$ cat config.mk
export PLATFORM = sky130hd
export DESIGN_NAME = acs_sequencer
export DESIGN_NICKNAME = d
export VERILOG_FILES = /design/src/rtl/acs_pkg.sv /design/src/rtl/acs_sequencer.sv /design/src/rtl/acs_tad_timer.sv
export SDC_FILE = /design/constraint.sdc
export NUM_CORES = 1
export LEC_CHECK = 0
export BUFFER_PORTS_ARGS = -buffer_cell sky130_fd_sc_hd__buf_2
export CAP_MARGIN = 20
export CORE_MARGIN = 2
export CORE_UTILIZATION = 47
export DETAILED_ROUTE_END_ITERATION = 10
export PLACE_DENSITY = 0.68
export SLEW_MARGIN = 20
export SYNTH_ARGS = -nofsm -noshare
export SYNTH_HDL_FRONTEND = slang
export SYNTH_SLANG_ARGS = --single-unit
$ cat constraint.sdc
create_clock -name i_mclk -period 2.95 [get_ports i_mclk]
set_clock_uncertainty 0.1 [all_clocks]
set_input_delay 0.59 -clock i_mclk [delete_from_list [all_inputs] [get_ports i_mclk]]
set_output_delay 0.59 -clock i_mclk [all_outputs]
set_load 0.005 [all_outputs]
$ cat src/rtl/acs_pkg.sv
// constants, state codes and register map of the conversion sequencer
// assumes a 40 MHz system clock that is also the converter's oscillator
package acs_pkg;
   // register byte offsets
   localparam logic [7:0] OFS_CTRL0 = 8'h00;
   localparam logic [7:0] OFS_CTRL1 = 8'h04;
   localparam logic [7:0] OFS_RESH  = 8'h08;
   localparam logic [7:0] OFS_RESL  = 8'h0c;
   localparam logic [7:0] OFS_STAT  = 8'h10;
   localparam logic [7:0] OFS_MASK  = 8'h14;
   localparam logic [7:0] OFS_PORT  = 8'h18;
   // converter_control_0 fields
   localparam int CSEL_LO_MSB = 7;
   localparam int CSEL_LO_LSB = 6;
   localparam int CHAN_MSB    = 5;
   localparam int CHAN_LSB    = 3;
   localparam int GO_BIT      = 2;
   localparam int ON_BIT      = 0;
   localparam logic [7:0] CTRL0_WMASK = 8'hf9;
   localparam logic [7:0] CTRL0_RST   = 8'h00;
   // converter_control_1 fields
   localparam int FMT_BIT     = 7;
   localparam int CSEL_HI_BIT = 6;
   localparam int PCFG_MSB    = 3;
   localparam int PCFG_LSB    = 0;
   localparam logic [7:0] CTRL1_WMASK = 8'hcf;
   localparam logic [7:0] CTRL1_RST   = 8'h00;
   // conversion_clock_select codes and oscillator dividers
   localparam logic [2:0] SEL_DIV2  = 3'h0;
   localparam logic [2:0] SEL_DIV4  = 3'h4;
   localparam logic [2:0] SEL_DIV8  = 3'h1;
   localparam logic [2:0] SEL_DIV16 = 3'h5;
   localparam logic [2:0] SEL_DIV32 = 3'h2;
   localparam logic [2:0] SEL_DIV64 = 3'h6;
   localparam logic [7:0] DIV2  = 8'h02;
   localparam logic [7:0] DIV4  = 8'h04;
   localparam logic [7:0] DIV8  = 8'h08;
   localparam logic [7:0] DIV16 = 8'h10;
   localparam logic [7:0] DIV32 = 8'h20;
   localparam logic [7:0] DIV64 = 8'h40;
   // system clock period and internal rc periods, typical, in ns
   localparam int CLK_PERIOD_NS = 25;
   localparam int RC_TAD_STD_NS = 4000;
   localparam int RC_TAD_EXT_NS = 6000;
   // sequence lengths in conversion clock periods
   localparam logic [3:0] CONV_LAST_TAD = 4'hb;
   localparam logic [3:0] GAP_LAST_TAD  = 4'h1;
   localparam logic [3:0] SAR_FIRST_TAD = 4'h1;
   localparam logic [3:0] SAR_LAST_TAD  = 4'ha;
   localparam logic [9:0] SAR_MSB_CODE  = 10'h200;
   localparam int RES_PAD = 6;
   // analog pins per port configuration, entry 15 first
   localparam logic [15:0][7:0] ANALOG_MAP = {
      8'h0d, 8'h01, 8'h0f, 8'h1f, 8'h3f, 8'h3f, 8'h3f, 8'hff,
      8'h00, 8'h00, 8'h0b, 8'h0b, 8'h1f, 8'h1f, 8'hff, 8'hff};
   typedef enum logic [2:0] {
      ACS_IDLE = 3'b001,
      ACS_CONV = 3'b010,
      ACS_GAP  = 3'b100
   } acs_state_type;
endpackage

$ cat src/rtl/acs_sequencer.sv
// successive-approximation converter control with apb registers
// assumes an external dac/comparator pair and a sample switch driven
// from o_dac_code and o_hold_connect, and synchronous pin levels
//
// Behaviour
// - result bytes have no reset; undefined until a conversion or write
// - completion seen by start bit clearing or by the interrupt
// - two conversion clock periods pass before the next acquisition
// - a conversion lasts exactly twelve conversion clock periods
// - three-bit select picks 2,4,8,16,32,64 oscillator periods or rc
// - holding capacitor disconnects from the pin as conversion starts
// - an output-driven selected pin is still sampled and converted
// - port readback shows zero on every analog-configured pin
// - conversion ignores direction and digital/analog configuration
// - rc conversion clock modelled as 4 us, or 6 us extended parts
// - completion loads result, clears start bit, sets done flag
// - format bit selects right or left justified result
module acs_sequencer #(
   parameter bit EXTENDED_LV = 1'b0
) (
   // clock and reset
   input  wire logic        i_mclk,
   input  wire logic        i_reset_n,
   // apb slave
   input  wire logic        i_psel,
   input  wire logic        i_penable,
   input  wire logic        i_pwrite,
   input  wire logic [7:0]  i_paddr,
   input  wire logic [31:0] i_pwdata,
   output logic [31:0]      o_prdata,
   output logic             o_pready,
   output logic             o_pslverr,
   // analog front end
   output logic             o_adc_enable,
   output logic [2:0]       o_channel_sel,
   output logic             o_hold_connect,
   output logic [9:0]       o_dac_code,
   input  wire logic        i_cmp_above,
   // port pins
   input  wire logic [7:0]  i_pin_level,
   // interrupt
   output logic             o_irq
);
   localparam int RC_NS = EXTENDED_LV ? acs_pkg::RC_TAD_EXT_NS : acs_pkg::RC_TAD_STD_NS;
   localparam int RC_CYCLES = RC_NS / acs_pkg::CLK_PERIOD_NS;
   // periods in a conversion and in the gap after it, for the length checks
   localparam int CONV_TADS = int'(acs_pkg::CONV_LAST_TAD) + 1;
   localparam int GAP_TADS  = int'(acs_pkg::GAP_LAST_TAD) + 1;

   if (RC_CYCLES < 2 || RC_CYCLES > 255) begin : g_chk
      $error("acs_sequencer: rc period does not fit the timer");
   end

   typedef struct packed {
      acs_pkg::acs_state_type fsm;
      logic [7:0]             ctrl0;
      logic [7:0]             ctrl1;
      logic                   done_flag;
      logic                   irq_mask;
      logic [9:0]             trial;
      logic [3:0]             tad_idx;
      logic [31:0]            rdata;
   } acs_regs_type;

   localparam acs_regs_type REGS_RST = '{
      fsm:   acs_pkg::ACS_IDLE,
      ctrl0: acs_pkg::CTRL0_RST,
      ctrl1: acs_pkg::CTRL1_RST,
      default: '0};

   acs_regs_type r_reg;
   acs_regs_type r_next;
   logic [7:0]   result_high_byte;
   logic [7:0]   result_low_byte;
   logic [2:0]   clk_sel;
   logic [7:0]   tad_limit;
   logic         tick;
   logic         timer_clear;
   logic         is_idle;
   logic         is_conv;
   logic         is_gap;
   logic         go;
   logic         on;
   logic         fmt;
   logic         conv_done;
   logic         gap_done;
   logic         apb_setup;
   logic         apb_access;
   logic         apb_wr;
   logic         hit_any;
   logic [7:0]   analog_mask;
   logic [7:0]   port_read;
   logic [3:0]   bit_pos;
   logic [15:0]  cyc_reg;

   assign clk_sel     = {r_reg.ctrl1[acs_pkg::CSEL_HI_BIT],
                         r_reg.ctrl0[acs_pkg::CSEL_LO_MSB:acs_pkg::CSEL_LO_LSB]};
   assign is_idle     = (r_reg.fsm == acs_pkg::ACS_IDLE);
   assign is_conv     = (r_reg.fsm == acs_pkg::ACS_CONV);
   assign is_gap      = (r_reg.fsm == acs_pkg::ACS_GAP);
   assign go          = r_reg.ctrl0[acs_pkg::GO_BIT];
   assign on          = r_reg.ctrl0[acs_pkg::ON_BIT];
   assign fmt         = r_reg.ctrl1[acs_pkg::FMT_BIT];
   assign apb_setup   = i_psel && !i_penable;
   assign apb_access  = i_psel && i_penable;
   assign apb_wr      = apb_access && i_pwrite;
   assign analog_mask = acs_pkg::ANALOG_MAP[r_reg.ctrl1[acs_pkg::PCFG_MSB:acs_pkg::PCFG_LSB]];
   assign port_read   = i_pin_level & ~analog_mask;
   assign bit_pos     = acs_pkg::SAR_LAST_TAD - r_reg.tad_idx;

   assign conv_done = is_conv && go && on && tick && (r_reg.tad_idx == acs_pkg::CONV_LAST_TAD);
   assign gap_done  = is_gap && tick && (r_reg.tad_idx == acs_pkg::GAP_LAST_TAD);

   always_comb begin
      case (clk_sel)
         acs_pkg::SEL_DIV2:  tad_limit = acs_pkg::DIV2;
         acs_pkg::SEL_DIV4:  tad_limit = acs_pkg::DIV4;
         acs_pkg::SEL_DIV8:  tad_limit = acs_pkg::DIV8;
         acs_pkg::SEL_DIV16: tad_limit = acs_pkg::DIV16;
         acs_pkg::SEL_DIV32: tad_limit = acs_pkg::DIV32;
         acs_pkg::SEL_DIV64: tad_limit = acs_pkg::DIV64;
         // rc source modelled by its typical period
         default:            tad_limit = 8'(RC_CYCLES);
      endcase
   end

   always_comb begin
      case (i_paddr)
         acs_pkg::OFS_CTRL0, acs_pkg::OFS_CTRL1, acs_pkg::OFS_RESH, acs_pkg::OFS_RESL,
         acs_pkg::OFS_STAT, acs_pkg::OFS_MASK, acs_pkg::OFS_PORT: hit_any = 1'b1;
         default: hit_any = 1'b0;
      endcase
   end

   // each phase starts its periods from a fresh count
   assign timer_clear = !(is_conv || is_gap) || (r_next.fsm != r_reg.fsm);

   acs_tad_timer #(
      .CNT_W (8)
   ) u_tad_timer (
      .i_mclk    (i_mclk),
      .i_reset_n (i_reset_n),
      .i_clear   (timer_clear),
      .i_limit   (tad_limit),
      .o_tick    (tick)
   );

   always_comb begin
      r_next = r_reg;
      case (r_reg.fsm)
         acs_pkg::ACS_IDLE: begin
            if (go && on) begin
               r_next.fsm     = acs_pkg::ACS_CONV;
               r_next.trial   = acs_pkg::SAR_MSB_CODE;
               r_next.tad_idx = '0;
            end
         end
         acs_pkg::ACS_CONV: begin
            if (!go || !on) begin
               // abort keeps the previous result
               r_next.fsm     = acs_pkg::ACS_GAP;
               r_next.tad_idx = '0;
            end else if (tick) begin
               r_next.tad_idx = r_reg.tad_idx + 4'h1;
               // one bit per period, msb first
               if (r_reg.tad_idx >= acs_pkg::SAR_FIRST_TAD && r_reg.tad_idx <= acs_pkg::SAR_LAST_TAD) begin
                  // comparator input is never gated by pin setup
                  r_next.trial[bit_pos] = i_cmp_above;
                  if (bit_pos != 4'h0) begin
                     r_next.trial[bit_pos - 4'h1] = 1'b1;
                  end
               end
               if (conv_done) begin
                  r_next.fsm                   = acs_pkg::ACS_GAP;
                  r_next.tad_idx               = '0;
                  r_next.ctrl0[acs_pkg::GO_BIT] = 1'b0;
               end
            end
         end
         acs_pkg::ACS_GAP: begin
            if (!on || gap_done) begin
               r_next.fsm = acs_pkg::ACS_IDLE;
            end else if (tick) begin
               r_next.tad_idx = r_reg.tad_idx + 4'h1;
            end
         end
         default: begin
            r_next.fsm = acs_pkg::ACS_IDLE;
         end
      endcase

      // done flag; a completion beats a read-clear
      r_next.done_flag = (r_reg.done_flag & ~(apb_access && !i_pwrite && i_paddr == acs_pkg::OFS_STAT
                          && r_reg.rdata[0])) | conv_done;

      // read data is captured in setup so pready can rise at once
      if (apb_setup && !i_pwrite) begin
         case (i_paddr)
            acs_pkg::OFS_CTRL0: r_next.rdata = 32'(r_reg.ctrl0);
            acs_pkg::OFS_CTRL1: r_next.rdata = 32'(r_reg.ctrl1);
            acs_pkg::OFS_RESH:  r_next.rdata = 32'(result_high_byte);
            acs_pkg::OFS_RESL:  r_next.rdata = 32'(result_low_byte);
            acs_pkg::OFS_STAT:  r_next.rdata = 32'(r_reg.done_flag);
            acs_pkg::OFS_MASK:  r_next.rdata = 32'(r_reg.irq_mask);
            acs_pkg::OFS_PORT:  r_next.rdata = 32'(port_read);
            default:            r_next.rdata = '0;
         endcase
      end

      // a software start set in the completing cycle wins over the clear
      if (apb_wr) begin
         case (i_paddr)
            acs_pkg::OFS_CTRL0: begin
               r_next.ctrl0 = i_pwdata[7:0] & acs_pkg::CTRL0_WMASK;
               // start is ignored unless the converter is already on
               r_next.ctrl0[acs_pkg::GO_BIT] = i_pwdata[acs_pkg::GO_BIT] & on;
            end
            acs_pkg::OFS_CTRL1: r_next.ctrl1 = i_pwdata[7:0] & acs_pkg::CTRL1_WMASK;
            acs_pkg::OFS_MASK:  r_next.irq_mask = i_pwdata[0];
            default: begin
            end
         endcase
      end
   end

   always_ff @(posedge i_mclk or negedge i_reset_n) begin
      if (!i_reset_n) begin
         r_reg <= REGS_RST;
      end else begin
         r_reg <= r_next;
      end
   end

   // no reset on the result bytes
   always_ff @(posedge i_mclk) begin
      if (conv_done) begin
         if (fmt) begin
            result_high_byte <= 8'(r_next.trial[9:8]);
            result_low_byte  <= r_next.trial[7:0];
         end else begin
            result_high_byte <= r_next.trial[9:2];
            result_low_byte  <= {r_next.trial[1:0], {acs_pkg::RES_PAD{1'b0}}};
         end
      end else if (apb_wr && i_paddr == acs_pkg::OFS_RESH) begin
         result_high_byte <= i_pwdata[7:0];
      end else if (apb_wr && i_paddr == acs_pkg::OFS_RESL) begin
         result_low_byte <= i_pwdata[7:0];
      end
   end

   assign o_prdata       = r_reg.rdata;
   assign o_pready       = apb_access;
   assign o_pslverr      = apb_access && !hit_any;
   assign o_adc_enable   = on;
   assign o_channel_sel  = r_reg.ctrl0[acs_pkg::CHAN_MSB:acs_pkg::CHAN_LSB];
   assign o_hold_connect = is_idle && on;
   assign o_dac_code     = r_reg.trial;
   assign o_irq          = r_reg.done_flag && r_reg.irq_mask;

   // cycles spent in the present state, read by the checks below
   always_ff @(posedge i_mclk or negedge i_reset_n) begin
      if (!i_reset_n) begin
         cyc_reg <= '0;
      end else if (r_next.fsm != r_reg.fsm) begin
         cyc_reg <= '0;
      end else begin
         cyc_reg <= cyc_reg + 16'h1;
      end
   end

   AST_CONV_LEN: assert property (@(posedge i_mclk) disable iff (!i_reset_n)
      conv_done |-> (cyc_reg == 16'(CONV_TADS * int'(tad_limit)) - 16'h1))
      else $error("conversion did not last twelve periods");

   AST_GAP_LEN: assert property (@(posedge i_mclk) disable iff (!i_reset_n)
      gap_done |-> (cyc_reg == 16'(GAP_TADS * int'(tad_limit)) - 16'h1))
      else $error("gap after conversion not two periods");

   AST_GAP_HOLD: assert property (@(posedge i_mclk) disable iff (!i_reset_n)
      is_gap && on && !gap_done |=> is_gap && !o_hold_connect)
      else $error("acquisition resumed before the gap ended");

   AST_DONE_SEEN: assert property (@(posedge i_mclk) disable iff (!i_reset_n)
      conv_done && !apb_wr |=> !go && r_reg.done_flag && is_gap ##1 r_reg.done_flag)
      else $error("completion not signalled");

   AST_HOLD_OPEN: assert property (@(posedge i_mclk) disable iff (!i_reset_n)
      $rose(is_conv) |-> !o_hold_connect && $past(o_hold_connect))
      else $error("holding capacitor not released at start");

   AST_SAR_MSB: assert property (@(posedge i_mclk) disable iff (!i_reset_n)
      $rose(is_conv) |-> o_dac_code == acs_pkg::SAR_MSB_CODE)
      else $error("approximation did not begin at the top bit");

   AST_PORT_ZERO: assert property (@(posedge i_mclk) disable iff (!i_reset_n)
      apb_setup && !i_pwrite && i_paddr == acs_pkg::OFS_PORT |=> (o_prdata[7:0] & $past(analog_mask)) == 8'h00)
      else $error("analog pin read back high");

   AST_FMT_RIGHT: assert property (@(posedge i_mclk) disable iff (!i_reset_n)
      conv_done && fmt |=> result_high_byte[7:2] == 6'h00)
      else $error("right justified high byte not padded");

   AST_FMT_LEFT: assert property (@(posedge i_mclk) disable iff (!i_reset_n)
      conv_done && !fmt |=> result_low_byte[5:0] == 6'h00)
      else $error("left justified low byte not padded");

   AST_IRQ: assert property (@(posedge i_mclk) disable iff (!i_reset_n)
      conv_done && r_reg.irq_mask && !apb_wr |=> o_irq)
      else $error("interrupt missing after completion");

   AST_GAP_ENTRY: assert property (@(posedge i_mclk) disable iff (!i_reset_n)
      conv_done |=> is_gap && !o_hold_connect)
      else $error("no gap after a completed conversion");

   AST_ABORT_GAP: assert property (@(posedge i_mclk) disable iff (!i_reset_n)
      is_conv && on && !go |=> is_gap && !o_hold_connect)
      else $error("no gap after an aborted conversion");

   AST_RECONNECT: assert property (@(posedge i_mclk) disable iff (!i_reset_n)
      gap_done && on && !apb_wr |=> o_hold_connect)
      else $error("acquisition did not resume after the gap");

   AST_FLAG_SOURCE: assert property (@(posedge i_mclk) disable iff (!i_reset_n)
      $rose(r_reg.done_flag) |-> $past(conv_done))
      else $error("done flag raised without a completed conversion");

   AST_SAR_STEP: assert property (@(posedge i_mclk) disable iff (!i_reset_n)
      is_conv && go && on && tick && r_reg.tad_idx >= acs_pkg::SAR_FIRST_TAD
      && r_reg.tad_idx <= acs_pkg::SAR_LAST_TAD |=> o_dac_code[$past(bit_pos)] == $past(i_cmp_above))
      else $error("decided bit differs from the comparator");
endmodule

$ cat src/rtl/acs_tad_timer.sv
// conversion clock period timer: one tick every i_limit system clocks
// assumes the caller clears it whenever a new sequence phase begins
module acs_tad_timer #(
   parameter int CNT_W = 8
) (
   // clock and reset
   input  wire logic             i_mclk,
   input  wire logic             i_reset_n,
   // control
   input  wire logic             i_clear,
   input  wire logic [CNT_W-1:0] i_limit,
   // tick
   output logic                  o_tick
);
   typedef struct packed {
      logic [CNT_W-1:0] cnt;
   } acs_tad_state_type;

   acs_tad_state_type s_reg;
   acs_tad_state_type s_next;

   if (CNT_W < 2) begin : g_chk
      $error("acs_tad_timer: CNT_W too small");
   end

   // greater-or-equal so a divider lowered mid-period cannot wrap
   assign o_tick = (s_reg.cnt >= i_limit - CNT_W'(1));

   always_comb begin
      s_next = s_reg;
      if (i_clear || o_tick) begin
         s_next.cnt = '0;
      end else begin
         s_next.cnt = s_reg.cnt + CNT_W'(1);
      end
   end

   always_ff @(posedge i_mclk or negedge i_reset_n) begin
      if (!i_reset_n) begin
         s_reg <= '0;
      end else begin
         s_reg <= s_next;
      end
   end
endmodule

# Word level (Yosys, flattened, before mapping)
# Memory sizes are Yosys's and may differ from the RTL's.
# Cells that the tools add are included.
# word_totals
ff_bits,88
rom_bits,128
inputBits,54
out_inout_bits,50
wordCells,141
n_memories,1
# op_classes
addsub,5
order_cmp,8
n_eq_ne,22
n_mux,41
bitwise_logic,7
reduce_logical,45
# mem_list
name,depth,width,read_ports,rd_clocked_by_memory_dff,write_ports,line,rtl
(name not given),16,8,1,0,0,acs_sequencer.sv:107,assign analog_mask = acs_pkg::ANALOG_MAP[r_reg.ctrl1[acs_pkg::PCFG_MSB:acs_pkg::PCFG_LSB]];
# op_table
cell,count
8-bit 2-to-1 mux,10
8-bit case mux with 7 select lines,1
8-bit case mux with 6 select lines,1
10-bit 2-to-1 mux,3
14-bit 2-to-1 mux,2
8-bit by 5-bit == test with 1-bit output (second input constant),3
1-bit logical AND,22
10-bit case mux with 2 select lines,1
3-bit 2-to-1 mux,6
8-bit by 4-bit == test with 1-bit output (second input constant),2
4-bit 2-to-1 mux,4
4-bit by 5-bit < comparator with 1-bit output (second input constant),3
3-bit == test (second input constant),4
4-bit by 1-bit greater-or-equal comparator with 1-bit output (second input constant),3
4-bit case mux with 3 select lines,1
11-bit 2-to-1 mux,1
10-bit bitwise mux,1
10-bit bitwise OR,1
3-bit case mux with 3 select lines,1
8-bit by 1-bit adder with 8-bit output (second input constant),1
8-bit AND,1
1-bit demux with 4-bit select,2
8-bit by 3-bit == test with 1-bit output (second input constant),1
8-bit greater-or-equal comparator,1
other kinds (28),52

# Depth between registers and ports, before layout
# Gate-level depths: netlist (run 1).
# depth
depth_word,14
depth_mapped,12
depth_no_buf,9

# By module
# From an unflattened synthesis (run 1), not the netlist that was laid out.
# unflattened
cells_unflattened,511
hier_area_um2,4740.8
# by_module_without_submodules
module,n_inst,cells_per_inst,area_per_inst_um2,seq_area_each_um2
acs_sequencer,1,440,4085.2,1482.7
acs_tad_timer,1,71,655.6,200.2

# Least setup slack after synthesis (run 1)
# OpenSTA, ideal clock, no wires.
# synth_timing
path_type,reg-to-reg
from,register r_reg (netlist bit clk_sel[1])
to,register result_low_byte[0] (enable)
setup_ns,0.387
arrival_time_ns,2.212
t_required_ns,2.463
slack_ns,0.252
stages_incl_launch_ff,11
period_less_slack_ns,2.698
path_cell_list,dfrtp_1 clkbuf_1 nand3b_1 ha_1 nand3_1 a21boi_1 a211oi_4 or3_1 buf_6 buf_2 o31ai_1
# synth_via
elab_chain_cells,8
elab_cells_between_ends,14
# synth_lines
item,line,rtl
"start, declared",acs_sequencer.sv:71,acs_regs_type r_reg;
"start signal, assigned",acs_sequencer.sv:230,r_reg <= r_next;
3-bit == test (tied with other cells),acs_sequencer.sv:115,case (clk_sel)
8-bit case mux with 6 select lines (*),acs_sequencer.sv:115,
8-bit by 1-bit subtractor with 8-bit output (*),acs_tad_timer.sv:27,assign o_tick = (s_reg.cnt >= i_limit - CNT_W'(1));
8-bit greater-or-equal comparator (*),acs_tad_timer.sv:27,
1-bit logical AND (*) (2 in series),acs_sequencer.sv:111,assign conv_done = is_conv && go && on && tick && (r_reg.tad_idx == acs_pkg::CONV_LAST_TAD);
2-bit inequality test (no line) or 2-bit nonzero test (tied branches),-,
2-bit AND reduction (no line) (*),-,
"end signal, assigned",acs_sequencer.sv:239,result_low_byte <= r_next.trial[7:0];
"end signal, assigned",acs_sequencer.sv:242,"result_low_byte <= {r_next.trial[1:0], {acs_pkg::RES_PAD{1'b0}}};"
"end signal, assigned",acs_sequencer.sv:247,result_low_byte <= i_pwdata[7:0];
"end, declared",acs_sequencer.sv:74,logic [7:0] result_low_byte;
# Mark *: on every way between the ends. The rest lies on a longest branch, timed or not.
# A chain may end at the register's enable or synchronous reset.

# Final worst setup path (run 1)
# layout_timing
from,register r_reg (netlist bit clk_sel[0])
to,register result_low_byte[6] (data pin)
# layout_via
elab_chain_cells,9
elab_cells_between_ends,16
# layout_lines
item,line,rtl
3-bit == test (tied with other cells),acs_sequencer.sv:115,
8-bit case mux with 6 select lines (*),acs_sequencer.sv:115,
8-bit by 1-bit subtractor with 8-bit output (*),acs_tad_timer.sv:27,
8-bit greater-or-equal comparator (*),acs_tad_timer.sv:27,
14-bit 2-to-1 mux,acs_sequencer.sv:163,end else if (tick) begin
10-bit 2-to-1 mux,acs_sequencer.sv:159,if (!go || !on) begin
10-bit case mux with 2 select lines,acs_sequencer.sv:150,case (r_reg.fsm)
8-bit 2-to-1 mux,acs_sequencer.sv:237,if (fmt) begin
8-bit 2-to-1 mux (*),acs_sequencer.sv:236,if (conv_done) begin
# Mark *: on every way between the ends. The rest lies on a longest branch, timed or not. The select of a mux whose other input is x is not followed.

==> results by group, run 1 <==
Status
  • Run status: finished, final reports clean

Power
  • Leak Pwr: 2.28 nW
  • Share of total power consumed by net switching: 0.229
  • P_sw: 0.000457 W
  • Internal Pwr Total: 0.00154 W
  • Power density over the cells: 396 nW/um^2
  • Seq pwr share: 0.472
  • Comb power frac: 0.072
  • Proportion of power drawn by the clock network: 0.456
  • Peak supply drop: 0.000276 V

Layout
  • Synthesis-to-layout area growth: 11.0%
  • Fraction of final layout cells with drive strength greater than 1: 0.243
  • Nets: 613
  • Number of non-filler instances in the completed layout: 677
  • Number of filler cells placed in the layout: 874
  • ANT cells: 0
  • Largest register FFs: 13

Critical path
  • Flop2flop setup slack: 0.17 ns
  • Critical register-to-register path startpoint: clk_sel[0]$_DFFE_PN0P_
  • Kind of end point of the critical path: flip-flop
  • Worst-path maximum fanout: 7
  • End point of the critical path: result_low_byte[6]$_DFFE_PP_
  • Data arrival at the endpoint of the critical path: 2.75 ns
  • Worst reg2reg path depth: 9
  • Worst Setup Path Type: reg -> reg
  • Critical path data required time: 2.91 ns
  • Worst setup path startpoint: clk_sel[0]$_DFFE_PN0P_
  • R2r endpoint: result_low_byte[6]$_DFFE_PP_
  • Sort of element at the start of the critical path: flip-flop

Synth
  • Area share of the largest cell type after synthesis: 0.259
  • Xor-xnor portion of the synthesized cell area: 0.0336
  • EDFF count, synth: 16
  • Main combinational cell family by area after synthesis: compound AO/OA/AOI/OAI gates
  • Share of cell area taken by muxes after synthesis: 0.0407
  • Netlist area before placement: 4550 um^2
  • Post-synthesis cell count: 495
  • Most used standard cells in the synthesized netlist: 48 x sky130_fd_sc_hd__buf_4, 47 x sky130_fd_sc_hd__dfrtp_1, 41 x sky130_fd_sc_hd__nand2_1, 39 x sky130_fd_sc_hd__nor2_1
  • Simple logic cell fraction of the synthesized area: 0.194
  • Post-synth top area cell: sky130_fd_sc_hd__dfrtp_1
  • Largest cells by area after synthesis: sky130_fd_sc_hd__dfrtp_1 26%, sky130_fd_sc_hd__edfxtp_1 11%, sky130_fd_sc_hd__buf_4 7.9%, sky130_fd_sc_hd__ha_1 4.4%, sky130_fd_sc_hd__nand2_1 3.4%
  • Share of the synthesized area in compound gates (AO/OA/AOI/OAI): 0.195
  • Portion of the post-synthesis area used by sequential elements: 0.370
  • Number of synthesized register bits: 64
  • Ys flop type: sky130_fd_sc_hd__dfrtp_1
  • Adder-cell share of the synthesized area: 0.0440
  • Warning count from the yosys run: 0
  • Most common cell in the synthesized netlist: sky130_fd_sc_hd__buf_4
  • Count of cell types in the netlist: 80
  • Async SR Flop Fraction: 0.750
  • Average cell area after synthesis: 9.19 um^2

Job
  • Max Cap Viol: 0

CTS
  • CTS sink count: 64
  • Number of buffers created by CTS: 9
  • Clock slew at reported path FFs: 0.08 ns
  • CTS tree: built
  • Quantity of hold-fixing buffers added after cts: 0
  • Cell at the root of the clock tree: sky130_fd_sc_hd__clkbuf_8
  • Source-to-sink clock delay at the later pin of the worst-skew pair: 0.34 ns
  • Number of buffers on the longest clock path: 2
  • CTS H-tree depth: 3

Routing
  • Total length of routed wires: 11.0 mm
  • Mean routed wirelength per cell: 16.2 um
  • Remaining DRCs: 0
  • Drt first pass iters: 5
  • Mean number of vias per cell: 5.64
  • Iteration-0 DRC count of the detailed router: 218
  • Number of routed nets with antenna violations: 0
  • Vias: 3820

Global route
  • Maximum number of pins on one net before global-route repair: 36
  • Global routing usage summed across all routing layers: 0.218
  • Antenna violations before repair: 0
  • Wire length of the first global-routing pass: 17.8 mm
  • Remaining global-route overflow: 0
  • Number of global-route vias before repair: 3615

Timing
  • Part of the cycle the worst path needs: 0.944
  • Achievable Freq: 359 MHz
  • Final number of hold-violating endpoints: 0
  • Final worst path period need: 2.78 ns
  • Final setup violation count: 0
  • Worst relative slew slack: 0.480
  • Worst hold margin: 0.0177 ns
  • Final WS setup: 0.166 ns
  • Max-slew violation count: 0
  • Slew at the pin closest to its max-slew limit: 0.775 ns
  • Setup repair after global routing missed its margin: false
  • Setup Total Neg Slack: 0 ns

Place
  • Setup Slack @ Placement: 0.105 ns
  • Estimated wirelength of the detail-placed design: 8.56 mm
  • Placed Instances: 661
  • Number of input and output port buffers inserted: 55
  • Final weighted congestion in routability-driven placement: 0.943

Floorplan
  • Die area: 10500 um^2
  • Standard-cell rows: 35
  • Chip Width: 102 um
  • Floorplan Core Area: 9330 um^2
  • Die Y: 102 um
  • Top-level port count: 104
  • Initial standard-cell utilization of the core: 0.487

Worst hold path
  • Hold/Removal Path Class: in -> async
-- power groups by stage --
stage	Clock (W)	Combinational [W]	Sequential [W]
floorplan	0	0.000118	0.000956
global placement	0	0.000139	0.000959
detailed placement	0	0.000144	0.000961
CTS	0.000927	0.000145	0.000942
global route	0.000959	0.000165	0.000945
finish	0.000911	0.000144	0.000942
-- cells in the final DEF, fill, tap and decap left out, drive strengths merged, types with 4 or more instances in the layout --
| cell type | instances |
|---|---|
| buf | 81 |
| dfrtp | 47 |
| nand2 | 42 |
| nor2 | 41 |
| o21ai | 31 |
| a21oi | 29 |
| nand3 | 28 |
| conb | 25 |
| inv | 20 |
| a31oi | 16 |
| edfxtp | 16 |
| ha | 16 |
| mux2 | 12 |
| clkbuf | 11 |
| and3 | 9 |
| nor2b | 8 |
| xor2 | 8 |
| nor3 | 7 |
| nand3b | 6 |
| nand2b | 6 |
| mux2i | 5 |
| a221oi | 5 |
| o211ai | 5 |
| a21o | 4 |
| and2 | 4 |
| nor4 | 4 |
-- critical path: stages, from the launching register on --
cell,delay [ns]
sky130_fd_sc_hd__dfrtp_1,0.46
sky130_fd_sc_hd__nand3b_1,0.20
sky130_fd_sc_hd__ha_1,0.30
sky130_fd_sc_hd__nand3_1,0.07
sky130_fd_sc_hd__a21boi_1,0.25
sky130_fd_sc_hd__a211o_1,0.23
sky130_fd_sc_hd__nand2_4,0.10
sky130_fd_sc_hd__o311a_1,0.33
sky130_fd_sc_hd__nor2_1,0.28
sky130_fd_sc_hd__o221ai_1,0.18
-- cell type report --
type | instances | area (um^2) | area share
clock buffer | 11 | 163 | 0.0322
clock inverter | 5 | 83.8 | 0.0166
inverter | 19 | 71.3 | 0.0141
multi-input combinational | 368 | 2410 | 0.478
sequential | 64 | 1680 | 0.333
tap | 129 | 161 | 0.0320
timing repair buffer | 81 | 470 | 0.0932
-- through the flow --
stage | util | cell area (um^2) | total power (W)
after global placement | 0.513 | 4790 | 0.00110
after CTS | 0.540 | 5040 | 0.00201
after detailed placement | 0.514 | 4790 | 0.00110
after floorplan | - | 4630 | 0.00107
after global routing | 0.541 | 5050 | 0.00207
final | 0.541 | 5050 | 0.00200
-- worst min path at each step --
stage	slack [ns]	cells after the start	endpoint	from
finish	0.02	1	u_tad_timer.s_reg[2]$_DFF_PN0_	i_reset_n
global route	0.04	1	u_tad_timer.s_reg[2]$_DFF_PN0_	i_reset_n
CTS	0.02	1	u_tad_timer.s_reg[2]$_DFF_PN0_	i_reset_n
detailed placement	0.40	1	u_tad_timer.s_reg[2]$_DFF_PN0_	i_reset_n
global placement	0.40	1	u_tad_timer.s_reg[2]$_DFF_PN0_	i_reset_n
floorplan	0.19	0	clk_sel[0]$_DFFE_PN0P_	i_reset_n
-- timing repair --
item / 4_1_cts / 5_1_grt
buffers inserted: 0 / 0
gates resized for setup: 0 / 2
setup endpoints to repair: 0 / 9
-- cells by family after synthesis --
group | Yosys count
simple gates | 170
flops | 64
mux | 17
fa+ha+maj | 16
other cells | 2
xor+xnor | 11
compound gates | 129
buf+inv | 86
-- metal layers --
metal | GRT usage | up-vias | part of all wire
met2 | 0.367 | 139 | 0.49
met1 | 0.277 | 1839 | 0.43
li1 | - | 1820 | -
met4 | 0.0933 | 0 | 0.025
met5 | 0 | - | 0
met3 | 0.0376 | 22 | 0.053
(Power assumes the default switching activity.)
==> run 2, diff against run 1 <==
--- a/config.mk
+++ b/config.mk
@@ -5,7 +5,7 @@
 export SDC_FILE = /design/constraint.sdc
 export NUM_CORES = 1
 export LEC_CHECK = 0
-export BUFFER_PORTS_ARGS = -buffer_cell sky130_fd_sc_hd__buf_2
+export BUFFER_PORTS_ARGS = -buffer_cell sky130_fd_sc_hd__buf_4
 export CAP_MARGIN = 20
 export CORE_MARGIN = 2
 export CORE_UTILIZATION = 47
==> run 2 against run 1 <==
Compared with the run above:
- sequential share of layout area down 0.88 points
- highest routed layer unchanged
- critical path depth down 1
- critical endpoint is now result_high_byte[1]$_DFFE_PP_
- cell count down 0.15%
- clock-buffer cell count down 2
- utilization up 1.5 points
- sequential power about the same
- hold slack better by 0.15 ns
==> results by group, run 2 (synthesized netlist as in run 1, its figures left out) <==
Power
  • Power density over the cells: 387 nW/um^2 (-2.3%)
  • Peak supply drop: 0.000168 V (-39%)
  • Leak Pwr: 2.31 nW (+1.3%)

Routing
  • Total length of routed wires: 10.8 mm (-1.8%)
  • Vias: 3775 (-1.2%)
  • Mean number of vias per cell: 5.58 (-1.0%)
  • Drt first pass iters: 5 (unchanged)
  • Number of routed nets with antenna violations: 0 (unchanged)
  • Mean routed wirelength per cell: 16.0 um (-1.7%)
  • Remaining DRCs: 0 (unchanged)
  • Iteration-0 DRC count of the detailed router: 230 (+5.5%)

CTS
  • Count of buffers added by post-CTS timing repair for setup: 0 (unchanged)
  • Cell at the root of the clock tree: sky130_fd_sc_hd__clkbuf_8
  • CTS tree: built
  • Clock slew at reported path FFs: 0.08 ns (about the same)
  • CTS sink count: 64 (unchanged)
  • Number of buffers on the longest clock path: 2 (unchanged)
  • CTS H-tree depth: 3 (unchanged)
  • Source-to-sink clock delay at the later pin of the worst-skew pair: 0.35 ns (about the same)
  • Number of buffers created by CTS: 9 (unchanged)

Floorplan
  • Top-level port count: 104 (unchanged)
  • Die Y: 102 um (unchanged)
  • Standard-cell rows: 35 (unchanged)
  • Die area: 10500 um^2 (unchanged)
  • Chip Width: 102 um (unchanged)
  • Floorplan Core Area: 9330 um^2 (unchanged)
  • Initial standard-cell utilization of the core: 0.487 (unchanged)

Place
  • Setup Slack @ Placement: 0.132 ns (+0.0263 ns)
  • Number of input and output port buffers inserted: 55 (unchanged)
  • Final weighted congestion in routability-driven placement: 0.962 (+2.0%)
  • Estimated wirelength of the detail-placed design: 8.21 mm (-4.0%)

Timing
  • Final setup violation count: 0 (unchanged)
  • Setup Total Neg Slack: 0 ns (unchanged)
  • Final number of hold-violating endpoints: 0 (unchanged)
  • Worst relative slew slack: 0.475 (-0.00539)
  • Achievable Freq: 359 MHz (-0.12%)
  • Setup repair after global routing missed its margin: false
  • Final worst path period need: 2.79 ns (+0.00348 ns)
  • Slew at the pin closest to its max-slew limit: 0.783 ns (+0.00804 ns)
  • Part of the cycle the worst path needs: 0.945 (+0.00118)
  • Final WS setup: 0.163 ns (-0.00348 ns)
  • Max-slew violation count: 0 (unchanged)

Critical path
  • Sort of element at the start of the critical path: flip-flop
  • Critical path data required time: 2.95 ns (+0.04 ns)
  • Data arrival at the endpoint of the critical path: 2.78 ns (+0.03 ns)
  • Worst-path maximum fanout: 10 (+3)
  • Kind of end point of the critical path: flip-flop
  • Worst Setup Path Type: reg -> reg
  • Flop2flop setup slack: 0.16 ns (about the same)

Layout
  • ANT cells: 0 (unchanged)
  • Nets: 612 (-0.16%)
  • Number of filler cells placed in the layout: 859 (-1.7%)
  • Largest register FFs: 13 (unchanged)
  • Area of the multi-input gates: 2420 um^2 (+0.26%)
  • Most common library cell in the layout ignoring fill and taps: sky130_fd_sc_hd__buf_4
  • Reg area: 1680 um^2 (unchanged)
  • Synthesis-to-layout area growth: 14.0%
  • Most frequent cells in the layout: 79 x sky130_fd_sc_hd__buf_4, 47 x sky130_fd_sc_hd__dfrtp_1, 40 x sky130_fd_sc_hd__nand2_1
  • Fraction of final layout cells with drive strength greater than 1: 0.241 (-0.00138)

Worst hold path
  • Hold/Removal Path Class: in -> async

Status
  • Run status: finished, final reports clean

Global route
  • Number of global-route vias before repair: 3536 (-2.2%)
  • Wire length of the first global-routing pass: 17.4 mm (-1.9%)
  • Antenna violations before repair: 0 (unchanged)
  • Remaining global-route overflow: 0 (unchanged)
  • Global routing usage summed across all routing layers: 0.215 (-0.00352)
  • Maximum number of pins on one net before global-route repair: 49 (+36%)

Job
  • Max Cap Viol: 0 (unchanged)
-- run 2: critical path, cell delays in order, from the launching register on --
cell and delay, ns:
sky130_fd_sc_hd__dfrtp_1 0.45, sky130_fd_sc_hd__nand3b_1 0.20, sky130_fd_sc_hd__ha_1 0.30, sky130_fd_sc_hd__nand3_1 0.08, sky130_fd_sc_hd__a21boi_1 0.26, sky130_fd_sc_hd__a211oi_4 0.06
sky130_fd_sc_hd__or3_1 0.58, sky130_fd_sc_hd__and2_4 0.25, sky130_fd_sc_hd__a221o_1 0.25
-- run 2: power by group --
group	total [W]	switching [W]	leakage [nW]	internal (W)
logic	0.000164	0.0000847	1.43	0.0000790
registers	0.000943	0.0000144	0.767	0.000929
clock network	0.000897	0.000343	0.114	0.000554
total	0.00200	0.000442	2.31	0.00156
-- run 2: stage by stage --
| stage | instance area, um^2 | cells | power, W | hold WS (ns) | utilization |
|---|---|---|---|---|---|
| 2_1_floorplan | 4630 | 518 | 0.00107 | 0.194 | - |
| 3_3_place_gp | 4930 | 660 | 0.00112 | 0.406 | 0.529 |
| 3_5_place_dp | 4930 | 660 | 0.00112 | 0.418 | 0.529 |
| 4_1_cts | 5170 | 676 | 0.00203 | 0.186 | 0.554 |
| 5_1_grt | 5180 | 676 | 0.00209 | 0.221 | 0.556 |
| 6_report | 5180 | 676 | 0.00200 | 0.167 | 0.556 |
-- run 2: path summary, 6_finish.rpt --
kind                                          from                            end  cells after the start
max in group asynchronous                i_reset_n        o_dac_code[6]$_DFF_PN0_                      1
min in group i_mclk                    i_pwdata[1]          r_reg[49]$_DFFE_PN0P_                      3
setup / recovery            clk_sel[0]$_DFFE_PN0P_  result_high_byte[1]$_DFFE_PP_                      8
hold / removal                           i_reset_n          r_reg[51]$_DFFE_PN0P_                      1
setup reg to reg            clk_sel[0]$_DFFE_PN0P_  result_high_byte[1]$_DFFE_PP_                      8
hold reg to reg            o_prdata[3]$_DFFE_PN0P_        o_prdata[3]$_DFFE_PN0P_                      2
-- run 2: area by class of cell --
type / instances / area share
well taps: 129 / 0.0311
clock inverters: 7 / 0.0212
clock buffers: 9 / 0.0239
repair buffers: 80 / 0.118
inverters: 19 / 0.0138
multi-input cells: 368 / 0.467
flip-flops and latches: 64 / 0.325
-- run 2: repair_timing --
item / in CTS / in global routing
hold buffers: 0 / 0
gates resized for setup: 0 / 4
setup endpoints to repair: 0 / 12
-- run 2: per-layer routing --
| layer | part of all wire | GRT usage | vias to the layer above |
|---|---|---|---|
| met5 | 0 | 0 | - |
| met4 | 0.011 | 0.0554 | 0 |
| met3 | 0.056 | 0.0438 | 13 |
| met2 | 0.49 | 0.371 | 108 |
| met1 | 0.44 | 0.275 | 1837 |
| li1 | - | - | 1817 |
==> run 3, diff against run 2 <==
--- a/config.mk
+++ b/config.mk
@@ -11,7 +11,9 @@
 export CORE_UTILIZATION = 47
 export DETAILED_ROUTE_END_ITERATION = 10
 export PLACE_DENSITY = 0.68
+export RECOVER_POWER = 25
 export SLEW_MARGIN = 20
 export SYNTH_ARGS = -nofsm -noshare
 export SYNTH_HDL_FRONTEND = slang
+export SYNTH_HIERARCHICAL = 1
 export SYNTH_SLANG_ARGS = --single-unit
==> constraint.sdc (replaced) <==
create_clock -name i_mclk -period 2.6 [get_ports i_mclk]
set_clock_uncertainty 0.1 [all_clocks]
set_input_delay 0.52 -clock i_mclk [delete_from_list [all_inputs] [get_ports i_mclk]]
set_output_delay 0.52 -clock i_mclk [all_outputs]
set_load 0.005 [all_outputs]
==> run 3 against run 2 <==
Compared with the run above:
- the run now ends with setup timing left
- global-route usage grew 4.0 points
- die area grew 4.1%
- combinational power grew 48%
- worst setup slack lost 1.6 ns
- sequential share of layout area shrank 7.0 points
- hold slack gained 0.15 ns
- critical path type unchanged
==> results by group, run 3 <==
Global route
  • Wire length of the first global-routing pass: 22.2 mm (+27%)
  • Number of global-route vias before repair: 4562 (+29%)
  • Maximum number of pins on one net before global-route repair: 49 (unchanged)
  • Antenna violations before repair: 0 (unchanged)
  • Remaining global-route overflow: 0 (unchanged)
  • Global routing usage summed across all routing layers: 0.254 (+0.0397)

Floorplan
  • Standard-cell rows: 36 (+2.9%)
  • Chip Width: 104 um (+2.0%)
  • Initial standard-cell utilization of the core: 0.485 (-0.00244)
  • Floorplan Core Area: 9770 um^2 (+4.8%)
  • Die Y: 104 um (+2.0%)
  • Die area: 10900 um^2 (+4.1%)
  • Top-level port count: 104 (unchanged)

Critical path
  • Sort of element at the start of the critical path: flip-flop
  • Kind of end point of the critical path: flip-flop
  • Critical register-to-register path startpoint: clk_sel[1]$_DFFE_PN0P_
  • Ordered list of cells on the worst path: buf_12 > nor3b_4 > nor2_1 > nor4b_2 > xnor2_1 > ha_1 > nand2_1 > or3_4 > o21ai_4 > inv_4 > or4_4 > o2111ai_2 > o221ai_2 > or3_4 > a22o_1
  • Critical path data required time: 2.61 ns (-0.34 ns)
  • Worst-path maximum fanout: 5 (-5)
  • Most common cell type on the critical path: sky130_fd_sc_hd__or3_4
  • Delay contributed by the slowest stage of the critical path: 0.46 ns (-0.12 ns)
  • R2r endpoint: result_high_byte[6]$_DFFE_PP_
  • Data arrival at the endpoint of the critical path: 4.00 ns (+1.22 ns)
  • Worst Setup Path Type: reg -> reg
  • Slowest-stage cell, CP: sky130_fd_sc_hd__dfrtp_2
  • Flop2flop setup slack: -1.39 ns (-1.55 ns)
  • Worst reg2reg path depth: 15 (+7)

CTS
  • Source-to-sink clock delay at the later pin of the worst-skew pair: 0.36 ns (about the same)
  • CTS sink count: 64 (unchanged)
  • Cell at the root of the clock tree: sky130_fd_sc_hd__clkbuf_8
  • CTS tree: built
  • Number of buffers created by CTS: 9 (unchanged)
  • Number of buffers on the longest clock path: 2 (unchanged)
  • Quantity of hold-fixing buffers added after cts: 0 (unchanged)
  • CTS H-tree depth: 3 (unchanged)
  • Clock slew at reported path FFs: 0.08 ns (about the same)

Synth
  • Number of synthesized register bits: 64 (unchanged)
  • Count of cell types in the netlist: 81 (+1.3%)
  • Async SR Flop Fraction: 0.750 (unchanged)
  • Largest cells by area after synthesis: sky130_fd_sc_hd__dfrtp_1 25%, sky130_fd_sc_hd__edfxtp_1 10%, sky130_fd_sc_hd__buf_4 7.1%, sky130_fd_sc_hd__ha_1 4.8%, sky130_fd_sc_hd__o21ai_0 3.9%
  • Area share of the largest cell type after synthesis: 0.248 (-0.0106)
  • Warning count from the yosys run: 6 (+6)
  • EDFF count, synth: 16 (unchanged)
  • Netlist area before placement: 4740 um^2 (+4.3%)
  • Post-synthesis cell count: 511 (+3.2%)
  • Portion of the post-synthesis area used by sequential elements: 0.355 (-0.0151)
  • Most common cell in the synthesized netlist: sky130_fd_sc_hd__dfrtp_1
  • Most used standard cells in the synthesized netlist: 47 x sky130_fd_sc_hd__dfrtp_1, 45 x sky130_fd_sc_hd__buf_4, 45 x sky130_fd_sc_hd__nand2_1, 37 x sky130_fd_sc_hd__o21ai_0, 32 x sky130_fd_sc_hd__nor2_1
  • Ys flop type: sky130_fd_sc_hd__dfrtp_1
  • Average cell area after synthesis: 9.28 um^2 (+1.0%)
  • Post-synth top area cell: sky130_fd_sc_hd__dfrtp_1

Timing
  • Setup repair after global routing missed its margin: true
  • Achievable Freq: 251 MHz (-30%)
  • Part of the cycle the worst path needs: 1.53 (+0.590)
  • Slew at the pin closest to its max-slew limit: 1.29 ns (+0.509 ns)
  • Final number of hold-violating endpoints: 0 (unchanged)
  • Final worst path period need: 3.99 ns (+1.20 ns)
  • Final setup violation count: 59 (+59)
  • Setup Total Neg Slack: -69.86 ns (-69.86 ns)
  • Final WS setup: -1.39 ns (-1.55 ns)
  • Max-slew violation count: 0 (unchanged)
  • Worst relative slew slack: 0.139 (-0.336)

Power
  • Leak Pwr: 3.03 nW (+31%)
  • Power density over the cells: 330 nW/um^2 (-15%)
  • P_sw: 0.000556 W (+26%)
  • Comb power frac: 0.111 (+0.029)
  • Proportion of power drawn by the clock network: 0.409 (-0.039)
  • Internal Pwr Total: 0.00163 W (+4.3%)
  • Peak supply drop: 0.000223 V (+32%)
  • Seq pwr share: 0.480 (+0.009)
  • Share of total power consumed by net switching: 0.254 (+0.0336)

Status
  • Failing checks: setup timing
  • Run status: finished, violations left

Routing
  • Number of routed nets with antenna violations: 0 (unchanged)
  • Iteration-0 DRC count of the detailed router: 270 (+17%)
  • Mean number of vias per cell: 5.56 (-0.48%)
  • Vias: 4457 (+18%)
  • Total length of routed wires: 13.9 mm (+28%)
  • Remaining DRCs: 0 (unchanged)
  • Mean routed wirelength per cell: 17.3 um (+8.2%)
  • Drt first pass iters: 5 (unchanged)

Layout
  • Number of filler cells placed in the layout: 789 (-8.1%)
  • Largest register FFs: 13 (unchanged)
  • Nets: 736 (+20%)
  • Synthesis-to-layout area growth: 39.6%
  • Fraction of final layout cells with drive strength greater than 1: 0.450 (+0.209)
  • Most frequent cells in the layout: 160 x sky130_fd_sc_hd__buf_4, 44 x sky130_fd_sc_hd__dfrtp_1, 39 x sky130_fd_sc_hd__nand2_1
  • Most common library cell in the layout ignoring fill and taps: sky130_fd_sc_hd__buf_4
  • ANT cells: 0 (unchanged)
  • Fin util: 0.677 (+0.122)

Worst hold path
  • Hold wc startpoint: i_pwdata[4]
  • End of the worst hold path: o_channel_sel[1]$_DFFE_PN0P_
  • Hold/Removal Path Class: in -> reg
  • Min-Delay Path Depth: 2

Place
  • Number of input and output port buffers inserted: 55 (unchanged)
  • Final weighted congestion in routability-driven placement: 0.900 (-6.4%)
  • Estimated wirelength of the detail-placed design: 10.0 mm (+22%)

Job
  • Max Cap Viol: 0 (unchanged)
-- run 3: cells by family (layout without fill, tap and decap cells) --
| family | after synthesis | in the layout | synth area share |
|---|---|---|---|
| other cells | 1 | 28 | 0.000791 |
| mux | 26 | 26 | 0.0705 |
| flops | 64 | 64 | 0.355 |
| compound gates | 124 | 124 | 0.195 |
| simple gates | 174 | 174 | 0.192 |
| fa+ha+maj | 18 | 18 | 0.0475 |
| buf+inv | 89 | 220 | 0.111 |
| xor+xnor | 15 | 15 | 0.0277 |
-- run 3: through the flow --
step           std cells  hold WS [ns]  area [um^2]  total power (W)  setup WS, ns
6_report             802         0.322         6620          0.00218         -1.39
5_1_grt              802         0.309         6620          0.00227         -1.52
4_1_cts              788         0.109         6230          0.00217         -1.35
3_5_place_dp         761         0.372         5810          0.00126         -1.41
3_3_place_gp         761         0.369         5810          0.00126         -1.38
2_1_floorplan        538         0.124         4930          0.00119         -1.25
-- run 3: power by group through the flow --
stage               registers, W  logic [W]  clock network [W]
floorplan                0.00106   0.000126                  0
global placement         0.00107   0.000194                  0
detailed placement       0.00107   0.000197                  0
CTS                      0.00105   0.000213           0.000906
global route             0.00105   0.000265           0.000953
finish                   0.00105   0.000242           0.000894
-- run 3: what timing repair did --
item,CTS,global route
endpoints found under the hold margin,0,0
resized for setup,38,59
endpoints found under the setup margin,59,59
pin swaps,33,21
cloned,1,0
buffers inserted,10,17
-- run 3: how the worst max path moves through the flow --
stage / startpoint / end / slack [ns] / depth (start not counted)
global route: clk_sel[1]$_DFFE_PN0P_ / result_high_byte[6]$_DFFE_PP_ / -1.52 / 15
global placement: clk_sel[0]$_DFFE_PN0P_ / result_high_byte[7]$_DFFE_PP_ / -1.38 / 15
detailed placement: clk_sel[0]$_DFFE_PN0P_ / result_high_byte[6]$_DFFE_PP_ / -1.41 / 15
CTS: clk_sel[0]$_DFFE_PN0P_ / result_high_byte[6]$_DFFE_PP_ / -1.35 / 16
finish: clk_sel[1]$_DFFE_PN0P_ / result_high_byte[6]$_DFFE_PP_ / -1.39 / 15
floorplan: clk_sel[0]$_DFFE_PN0P_ / result_high_byte[6]$_DFFE_PP_ / -1.25 / 15
-- run 3: routing by layer --
| layer | vias up | routed length [um] | track usage |
|---|---|---|---|
| li1 | 2112 | - | - |
| met1 | 2183 | 5730 | 0.306 |
| met2 | 136 | 7140 | 0.455 |
| met3 | 26 | 672 | 0.0520 |
| met4 | 0 | 320 | 0.0763 |
| met5 | - | 0 | 0 |
-- run 3: area by class of cell --
type / count / area (um^2) / share of cell area
multi-input combinational: 385 / 3040 / 0.459
sequential: 64 / 1690 / 0.255
timing repair buffer: 179 / 1430 / 0.216
tap: 133 / 166 / 0.0251
clock buffer: 10 / 138 / 0.0208
inverter: 25 / 96.3 / 0.0146
clock inverter: 6 / 67.6 / 0.0102
-- run 3: worst max-delay path, delay by kind of cell, from the launching register on --
family,cells,cell delay (ns)
simple gates,7,1.85
compound gates,4,0.69
flops,1,0.46
fa+ha+maj,1,0.30
buf+inv,2,0.21
xor+xnor,1,0.13
